--- src/common/tdc_defines.vh ---
// Constants for the trigger and display command handler
`ifndef TDC_DEFINES_VH
`define TDC_DEFINES_VH
// Command opcodes, one code per command whatever its spelling
`define TDC_OP_NONE 4'h0
`define TDC_OP_ABORT 4'h1
`define TDC_OP_CONTRAST 4'h2
`define TDC_OP_DMODE 4'h3
`define TDC_OP_DTEXT 4'h4
`define TDC_OP_INIT 4'h5
`define TDC_OP_INITCONT 4'h6
`define TDC_OP_INSTSTAT 4'h7
`define TDC_OP_OUTSTAT 4'h8
`define TDC_OP_RESET 4'h9
`define TDC_OP_TRG 4'hA
`define TDC_OP_VOLTIMM 4'hB
`define TDC_OP_CURRIMM 4'hC
`define TDC_OP_VOLTTRIG 4'hD
`define TDC_OP_CURRTRIG 4'hE
// Largest argument of the contrast command
`define TDC_CON_MAX 4'h9
// Parameter values for mode and continuous commands
`define TDC_ARG_NORMAL 16'h0000
`define TDC_ARG_TEXT 16'h0001
// Display line length in characters
`define TDC_TEXT_LEN 16
// Reset values
`define TDC_RST_CONTRAST 4'h5
`define TDC_RST_LEVEL 16'h0000
// Query answer codes for the display mode
`define TDC_ANS_NORMAL 1'b0
`define TDC_ANS_TEXT 1'b1
// Blank character shown in place of a refused one
`define TDC_CHAR_BLANK 8'h20
`endif

--- src/verilog/tdc_cmd_handler.v ---
// Trigger, output-state and display command handler
`timescale 1ns/1ps
`include "tdc_defines.vh"

module tdc_cmd_handler (
  input wire clk,
  input wire resetn,
  input wire clk_en,
  // Command strobe from the parser; both spellings share one opcode
  input wire cmd_valid,
  input wire [3:0] cmd_op,
  input wire [15:0] cmd_arg,
  // Contrast form: 1 = fractional tenths, 0 = integer
  input wire cmd_frac,
  // Text string characters, index 0 first, and count received
  input wire [127:0] cmd_text,
  input wire [7:0] cmd_text_len,
  // Monitored second line from the metering logic (pin domain)
  input wire [127:0] meter_line,
  // Trigger cycle completion from the output stage (pin domain)
  input wire trig_done,
  // Outputs
  output reg [15:0] volt_out_q,
  output reg [15:0] curr_out_q,
  output reg [15:0] volt_trig_q,
  output reg [15:0] curr_trig_q,
  output reg waiting_for_trigger_flag_q,
  output reg cont_trig_q,
  output reg output_on_q,
  output reg display_text_mode_q,
  output reg [3:0] contrast_q,
  output reg nv_write_q,
  output reg [127:0] display_line_q,
  output reg [127:0] text_answer_q,
  output reg text_quoted_q,
  output reg cmd_error_q,
  output reg trig_pulse_q
);

  // -----------------------------------------------------------------
  // State and helpers
  // -----------------------------------------------------------------
  localparam ST_IDLE = 2'b01;  // Trigger system idle
  localparam ST_ARMED = 2'b10; // Waiting for trigger

  reg [1:0] st_q;            // Trigger state, one-hot
  reg [15:0] volt_imm_q;     // Immediate voltage level
  reg [15:0] curr_imm_q;     // Immediate current level
  reg [127:0] user_text_q;   // Stored user string
  reg por_q;                 // Power-on abort still to run
  reg done_s1_q;             // Synchroniser stage one
  reg done_s2_q;             // Synchroniser stage two
  reg done_s3_q;             // Last synchronised completion level
  reg [127:0] meter_s1_q;    // Meter line stage one
  reg [127:0] meter_s2_q;    // Meter line stage two
  reg [127:0] meter_s3_q;    // Meter line one sample later
  reg [127:0] meter_hold_q;  // Coherent copy of the meter line
  wire [127:0] text_kept;    // Filtered, truncated string
  wire do_cmd;
  wire is_trg;
  wire is_abort;
  wire done_rise;            // Completion edge, one cycle long
  wire meter_steady;         // Two equal samples in a row

  // Allowed characters: A-Z, 0-9, space, < > + - / = : .
  function char_ok;
    input [7:0] c;
    begin
      char_ok = (c >= 8'h41 && c <= 8'h5A) ||
                (c >= 8'h30 && c <= 8'h3A) ||
                c == 8'h20 || c == 8'h3C || c == 8'h3E ||
                c == 8'h2B || c == 8'h2D || c == 8'h2F ||
                c == 8'h3D || c == 8'h2E;
    end
  endfunction

  // Opcode match; both spellings already map to one code
  function op_is;
    input [3:0] op;
    input [3:0] want;
    begin
      op_is = (op == want);
    end
  endfunction

  assign do_cmd = clk_en & cmd_valid;
  assign is_trg = do_cmd & op_is(cmd_op, `TDC_OP_TRG);
  assign is_abort = (do_cmd & op_is(cmd_op, `TDC_OP_ABORT)) | por_q;

  // A completion level that stays high must act for one cycle only
  assign done_rise = done_s2_q & ~done_s3_q;
  // A word caught mid-change differs between samples; wait it out
  assign meter_steady = (meter_s2_q == meter_s3_q);

  // -----------------------------------------------------------------
  // String filter: first sixteen characters, refused ones blanked
  // -----------------------------------------------------------------
  // Cut length and refused characters are settled before storage, so
  // the query returns exactly what the second line shows.
  genvar gi;
  generate
    for (gi = 0; gi < `TDC_TEXT_LEN; gi = gi + 1) begin : g_chr
      wire [7:0] ch = cmd_text[gi*8 +: 8];
      // Characters past the received count or outside the set blank
      assign text_kept[gi*8 +: 8] =
        (gi < cmd_text_len && char_ok(ch)) ? ch
                                           : `TDC_CHAR_BLANK;
    end
  endgenerate

  // -----------------------------------------------------------------
  // Input synchronisers
  // -----------------------------------------------------------------
  // Two flops on the pin-domain inputs
  // The third stages feed the edge and stability tests and the meter capture
  always @(posedge clk or negedge resetn) begin
    if (!resetn) begin
      done_s1_q <= 1'b0;
      done_s2_q <= 1'b0;
      done_s3_q <= 1'b0; // Idle level, so no false edge after reset
      meter_s1_q <= 128'h0;
      meter_s2_q <= 128'h0;
      meter_s3_q <= 128'h0;
    end else if (clk_en) begin
      done_s1_q <= trig_done;
      done_s2_q <= done_s1_q;
      done_s3_q <= done_s2_q;
      meter_s1_q <= meter_line;
      meter_s2_q <= meter_s1_q;
      meter_s3_q <= meter_s2_q;
    end
  end

  // -----------------------------------------------------------------
  // Meter line capture
  // -----------------------------------------------------------------
  // Each of the 128 bits is synchronised alone, so a sample taken
  // while the metering logic rewrites the line can mix old and new
  // characters. Only a value seen unchanged on two successive edges
  // is taken over; a line that never settles leaves the last
  // coherent one on show.
  always @(posedge clk or negedge resetn) begin
    if (!resetn) begin
      meter_hold_q <= 128'h0; // Blank line until the first capture
    end else if (clk_en) begin
      if (meter_steady) begin
        meter_hold_q <= meter_s3_q;
      end
    end
  end

  // -----------------------------------------------------------------
  // Levels and abort
  // -----------------------------------------------------------------
  // Immediate and pending levels; trigger applies pending levels
  // A trigger also makes the pending levels the new immediate ones,
  // so a later abort copies what the output really shows.
  // The power-on abort runs on the first enabled edge after reset.
  always @(posedge clk or negedge resetn) begin
    if (!resetn) begin
      por_q <= 1'b1;
      volt_imm_q <= `TDC_RST_LEVEL;
      curr_imm_q <= `TDC_RST_LEVEL;
      volt_trig_q <= `TDC_RST_LEVEL;
      curr_trig_q <= `TDC_RST_LEVEL;
      volt_out_q <= `TDC_RST_LEVEL;
      curr_out_q <= `TDC_RST_LEVEL;
    end else if (clk_en) begin
      por_q <= 1'b0;
      if (do_cmd && op_is(cmd_op, `TDC_OP_VOLTIMM)) begin
        volt_imm_q <= cmd_arg;
        volt_out_q <= cmd_arg;
      end
      if (do_cmd && op_is(cmd_op, `TDC_OP_CURRIMM)) begin
        curr_imm_q <= cmd_arg;
        curr_out_q <= cmd_arg;
      end
      if (is_abort) begin
        // Pending levels replaced by immediate values
        volt_trig_q <= volt_imm_q;
        curr_trig_q <= curr_imm_q;
      end else begin
        if (do_cmd && op_is(cmd_op, `TDC_OP_VOLTTRIG)) begin
          volt_trig_q <= cmd_arg;
        end
        if (do_cmd && op_is(cmd_op, `TDC_OP_CURRTRIG)) begin
          curr_trig_q <= cmd_arg;
        end
      end
      if (is_trg && st_q == ST_ARMED && !is_abort) begin
        volt_out_q <= volt_trig_q;
        curr_out_q <= curr_trig_q;
        volt_imm_q <= volt_trig_q;
        curr_imm_q <= curr_trig_q;
      end
    end
  end

  // -----------------------------------------------------------------
  // Trigger state machine
  // -----------------------------------------------------------------
  // Armed by initiate or continuous mode; idle after a single cycle
  // Abort outranks initiate and trigger in the same cycle, so a
  // cancelled arming can never fire with stale pending levels.
  // With continuous mode on the flag returns the cycle after idle.
  always @(posedge clk or negedge resetn) begin
    if (!resetn) begin
      st_q <= ST_IDLE;
      waiting_for_trigger_flag_q <= 1'b0;
      cont_trig_q <= 1'b0;
      trig_pulse_q <= 1'b0;
    end else if (clk_en) begin
      trig_pulse_q <= 1'b0;
      // Continuous setting: only 0 and 1 are taken, others ignored
      if (do_cmd && op_is(cmd_op, `TDC_OP_INITCONT)) begin
        if (cmd_arg == 16'h0001) begin
          cont_trig_q <= 1'b1;
        end else if (cmd_arg == 16'h0000) begin
          cont_trig_q <= 1'b0;
        end
      end
      if (do_cmd && op_is(cmd_op, `TDC_OP_RESET)) begin
        cont_trig_q <= 1'b0;
      end
      case (st_q)
        ST_IDLE: begin
          if (!is_abort && (cont_trig_q ||
              (do_cmd && op_is(cmd_op, `TDC_OP_INIT)))) begin
            st_q <= ST_ARMED;
            waiting_for_trigger_flag_q <= 1'b1;
          end
        end
        ST_ARMED: begin
          if (is_abort) begin
            st_q <= ST_IDLE;
            waiting_for_trigger_flag_q <= 1'b0;
          end else if (is_trg) begin
            trig_pulse_q <= 1'b1;
            if (!cont_trig_q) begin
              st_q <= ST_IDLE;
              waiting_for_trigger_flag_q <= 1'b0;
            end
          end else if (done_rise && !cont_trig_q) begin
            st_q <= ST_IDLE;
            waiting_for_trigger_flag_q <= 1'b0;
          end
        end
        default: begin
          st_q <= ST_IDLE;
          waiting_for_trigger_flag_q <= 1'b0;
        end
      endcase
      if (!is_abort && st_q == ST_IDLE && cont_trig_q) begin
        waiting_for_trigger_flag_q <= 1'b1;
      end
    end
  end

  // -----------------------------------------------------------------
  // Output state, contrast and display
  // -----------------------------------------------------------------
  // Display mode, user text, contrast with non-volatile write strobe
  // The error and store pulses are cleared each cycle and raised only
  // by the command that causes them.
  always @(posedge clk or negedge resetn) begin
    if (!resetn) begin
      output_on_q <= 1'b0;
      display_text_mode_q <= `TDC_ANS_NORMAL;
      contrast_q <= `TDC_RST_CONTRAST;
      nv_write_q <= 1'b0;
      user_text_q <= 128'h0;
      display_line_q <= 128'h0;
      text_answer_q <= 128'h0;
      text_quoted_q <= 1'b0;
      cmd_error_q <= 1'b0;
    end else if (clk_en) begin
      nv_write_q <= 1'b0;
      cmd_error_q <= 1'b0;
      if (do_cmd && (op_is(cmd_op, `TDC_OP_OUTSTAT) ||
                     op_is(cmd_op, `TDC_OP_INSTSTAT))) begin
        output_on_q <= cmd_arg[0];
      end
      if (do_cmd && op_is(cmd_op, `TDC_OP_CONTRAST)) begin
        // Tenths and integer forms both carry digit 0..9
        if (cmd_arg[15:4] == 12'h000 &&
            cmd_arg[3:0] <= `TDC_CON_MAX) begin
          contrast_q <= cmd_arg[3:0];
          nv_write_q <= 1'b1;
        end else begin
          cmd_error_q <= 1'b1;
        end
      end
      if (do_cmd && op_is(cmd_op, `TDC_OP_DMODE)) begin
        if (cmd_arg == `TDC_ARG_TEXT) begin
          display_text_mode_q <= `TDC_ANS_TEXT;
        end else if (cmd_arg == `TDC_ARG_NORMAL) begin
          display_text_mode_q <= `TDC_ANS_NORMAL;
        end else begin
          cmd_error_q <= 1'b1;
        end
      end
      if (do_cmd && op_is(cmd_op, `TDC_OP_RESET)) begin
        display_text_mode_q <= `TDC_ANS_NORMAL;
      end
      if (do_cmd && op_is(cmd_op, `TDC_OP_DTEXT)) begin
        user_text_q <= text_kept;
      end
      // Second line follows the mode; text only shown in text mode
      if (display_text_mode_q == `TDC_ANS_TEXT) begin
        display_line_q <= user_text_q;
        text_answer_q <= user_text_q;
        text_quoted_q <= 1'b1;
      end else begin
        display_line_q <= meter_hold_q;
        text_answer_q <= meter_hold_q;
        text_quoted_q <= 1'b0;
      end
    end
  end

endmodule // tdc_cmd_handler
--- config.mk ---
export PLATFORM = sky130hd
export DESIGN_NAME = tdc_cmd_handler
export DESIGN_NICKNAME = d
export VERILOG_FILES = /design/src/verilog/tdc_cmd_handler.v
export VERILOG_INCLUDE_DIRS = /design/src /design/src/common
export SDC_FILE = /design/constraint.sdc
export NUM_CORES = 2
export LEC_CHECK = 0
export BUFFER_PORTS_ARGS = -buffer_cell sky130_fd_sc_hd__buf_2
export CAP_MARGIN = 20
export CORE_AREA = 2 2 252 278
export CTS_BUF_LIST = sky130_fd_sc_hd__clkbuf_8 sky130_fd_sc_hd__clkbuf_16
export DETAILED_ROUTE_END_ITERATION = 6
export DIE_AREA = 0 0 254 280
export HOLD_SLACK_MARGIN = 0.03
export PLACE_DENSITY_LB_ADDON = 0.08
export SLEW_MARGIN = 25
export SYNTH_ARGS = -nofsm -noshare
export SYNTH_HDL_FRONTEND = slang
export SYNTH_SLANG_ARGS = --single-unit
export TNS_END_PERCENT = 1
--- constraint.sdc ---
create_clock -name clk -period 3.1 [get_ports clk]
set_input_delay 0.155 -clock clk [delete_from_list [all_inputs] [get_ports clk]]
set_output_delay 0.155 -clock clk [all_outputs]
set_load 0.01 [all_outputs]
==> metrics.yaml <==
outcome:
  status: "completed"
die:
  dieHeight_um: 280
  start_util_pct: 54.36
  dieArea_mm2: 0.07112
  num_rows: 101
  io_pins: 622
  core_area_mm2: 0.06849
  die_width_um: 254
critical_path:
  r2r-end: "meter_hold_q[7]$_DFFE_PN0P_"
  r2r_start: "meter_s3_q[60]$_DFFE_PN0P_"
  path_class: "reg2reg"
  r2r_slack_ns: 0.04
  r2r.worst_path.cells: 7
  cp_top_family: "simple AND/OR/NAND/NOR gates"
  cp.arrival_ns: 3.56
  cp_num_buf_inv: 1
  max_stage_delay_ns: 0.84
  critPathRequiredTime_ns: 3.60
  cpMaxStageDelayCell: "nor4_1"
  crit_chain: "xor2_1 -> nor4_1 -> nand4_1 -> nor3_1 -> nand3_4 -> buf_12 -> mux2_4"
  crit_path_max_fanout: 47
  end_kind: "register"
  start_kind: "register"
global_routing:
  first_global_vias: 26850
  track_usage_pct: 30.24
  grt_max_degree: 243
  grt-ovfl-total: 0
  grt_first_pass_wirelength_mm: 162.1
  antenna_found_initial: 6
clocking:
  htreeDepth: 3
  root_buffer: "clkbuf_16"
  cts_buffer_depth: 3
  clkSlewWorstSetupHoldPaths_ns: 0.06
  cts_tree: "done"
  clock_sinks: 850
  numCtsBuffers: 86
  clk_latency_ns: 0.63
place:
  dp_hpwl_mm: 76.40
  routabilityCongestion: 0.8880
  dpl_cell_area_mm2: 0.04056
  io_buffers: 620
synthesis:
  synthCells: 2972
  synth_top_area_share_pct: 56.86
  synth.largest_area_cell: "dfrtp_1"
  ys.flop_type: "dfrtp_1"
  ys_seq_elements: 850
  seq_area_frac_synth_pct: 57.14
  ys_top_cells_by_area: "dfrtp_1 57%, mux2_2 11%, mux2i_1 5.3%"
  async_reset_ff_share_pct: 100.0
  synth_area_per_cell_um2: 12.53
  ys_types: 59
  ys_warn_count: 0
  syn-num-nets: 3262
  synth_edf_count: 0
  syn_area_mm2: 0.03723
route:
  drtIter0Drc: 2202
  viasPerCell: 5.493
  dr.pass1.iters: 6
  antenna_left: 0
  route.detailed.wl_per_inst_um: 22.87
  via_count: 26100
  drc: 0
  wl_mm: 108.7
min_path:
  hold-path-endpoint: "user_text_q[110]$_DFFE_PN0P_"
  hold_class: "in2reg"
  hold_depth: 6
  worstHoldStart: "cmd_text[111]"
power_and_ir_drop:
  power_leakage_nw: 22.11
  power.density_mw_per_mm2: 606.6
  power_mw: 28.18
  irDropWorstVdd_mv: 0.5590
cells_and_area:
  mostFrequentLayoutCell: "dfrtp_1"
  nets: 4044
  layout_common_cells: "845 x dfrtp_1, 618 x buf_2, 348 x mux2_2, 290 x dlygate4sd3_1, 211 x nor2_1"
  n_fill_cell: 5110
  drive_gt1_share_pct: 34.06
  stdcell_area_mm2: 0.04646
  area_growth_pct: 24.78
sta:
  drv_slew: 0
  min_period_ns: 3.061
  post-route-period-util_pct: 98.73
  setup_viol: 0
  hold_viol: 0
  slew_headroom_pct: 34.12
  clock.fmax_ghz: 0.3267
  max_slew.worst_pin.slew_ns: 0.9792
  fin_worst_skew_ns: 0.02033
run:
  max-cap-violations: 0
## through the flow
step | worst slack [ns] | util, % | instances | TNS, ns | hold WS, ns
3_3_place_gp | 0.07538 | 59.22 | 4298 | 0 | 0.2297
3_5_place_dp | 0.07389 | 59.22 | 4298 | 0 | 0.2373
5_1_grt | -0.002608 | 67.82 | 4750 | -0.002608 | 0.08454
2_1_floorplan | 0.8258 | - | 2972 | 0 | -0.1406
6_report | 0.03932 | 67.83 | 4752 | 0 | 0.06775
4_1_cts | 0.03472 | 67.68 | 4742 | 0 | 0.03530
## worst max-delay path by stage
stage                                from                       endpoint  slack [ns]  cells past startpoint
2_1_floorplan  meter_s3_q[88]$_DFFE_PN0P_  meter_hold_q[100]$_DFFE_PN0P_        0.83                      9
3_3_place_gp   meter_s3_q[60]$_DFFE_PN0P_    meter_hold_q[7]$_DFFE_PN0P_        0.08                      7
3_5_place_dp   meter_s3_q[60]$_DFFE_PN0P_    meter_hold_q[9]$_DFFE_PN0P_        0.07                      7
4_1_cts        meter_s3_q[60]$_DFFE_PN0P_    meter_hold_q[7]$_DFFE_PN0P_        0.03                      7
5_1_grt                         cmd_op[3]   user_text_q[125]$_DFFE_PN0P_      -0.003                     11
6_report       meter_s3_q[60]$_DFFE_PN0P_    meter_hold_q[7]$_DFFE_PN0P_        0.04                      7
## cells in the mapped netlist (5+ instances only)
cell type  instances
buf_6             12
buf_2              8
clkbuf_1         117
a22o_1           106
nand2b_1          13
o2bb2ai_1          8
a211o_1            6
o21ai_0          108
nor2b_1            5
xor2_1            26
or4_1              5
inv_1             63
buf_1              7
nor2_1           213
or3_1             15
a21o_1             7
xnor2_1           47
maj3_1            16
nor3_1            35
o22ai_1           18
a211oi_1          10
o21a_1            16
nand2_1          144
mux2i_1          196
and2_1            18
a2111oi_0          5
o2111ai_1          5
mux2_4           120
nand4_1           21
buf_4            130
nor3b_1           16
a21oi_1          187
mux2_2           348
a22oi_1            5
nand3_1           11
nor4_1            22
dfrtp_1          846
## metal layers
layer	up-vias	wire length, um	GRT usage [%]
met3	149	5158	3.813
met2	777	54080	50.87
met5	-	13	0
met1	13190	46100	40.77
met4	2	3318	10.12
li1	11980	-	-
## worst min-delay path: stages
cell	delay [ns]
buf_2	0.07
nor2_1	0.04
nand3_1	0.07
a21oi_1	0.05
nand2_1	0.17
nand2_1	0.10
## flip-flops by register name, summed over array words and instances, names as in the netlist, 2 cells and up
name,count
display_line_q,128
meter_hold_q,128
meter_s1_q,128
meter_s2_q,128
meter_s3_q,128
user_text_q,128
curr_imm_q,16
curr_trig_q,16
volt_imm_q,16
volt_trig_q,16
contrast_q,4
st_q,2
## cells by family after synthesis
| kind of cell | after synthesis | synth area share (%) |
|---|---|---|
| AO/OA/AOI/OAI | 502 | 8.633 |
| XOR/XNOR | 73 | 1.717 |
| flip-flops | 850 | 57.14 |
| adder cells (fa/ha/maj) | 16 | 0.4301 |
| multiplexers | 664 | 20.63 |
| AND/OR/NAND/NOR | 530 | 6.469 |
| buffers and inverters | 337 | 4.977 |
## report_power, final
part / leakage [nW] / switching, mW / internal, mW
Combinational: 9.90 / 2.22 / 2.01
Clock: 1.51 / 4.34 / 6.22
Sequential: 10.7 / 1.07 / 12.3
## layout make-up
cell class                      instances  area, um^2  share of cell area [%]
Antenna cell                            5       12.51                 0.02693
Clock buffer                          111        2530                   5.446
Clock inverter                         43       361.6                  0.7783
Inverter                               63       236.5                  0.5090
Multi-Input combinational cell       1786       14170                   30.49
Sequential cell                       850       21280                   45.80
Tap cell                              927        1160                   2.497
Timing Repair Buffer                  967        6711                   14.45
## repair_timing
item / CTS / global route
hold buffers: 290 / 0
setup endpoints to repair: 0 / 27
buffers inserted: 0 / 3
hold endpoints to repair: 385 / 0
gates resized for setup: 0 / 5
Note: power is estimated with default switching activity, not from simulation.
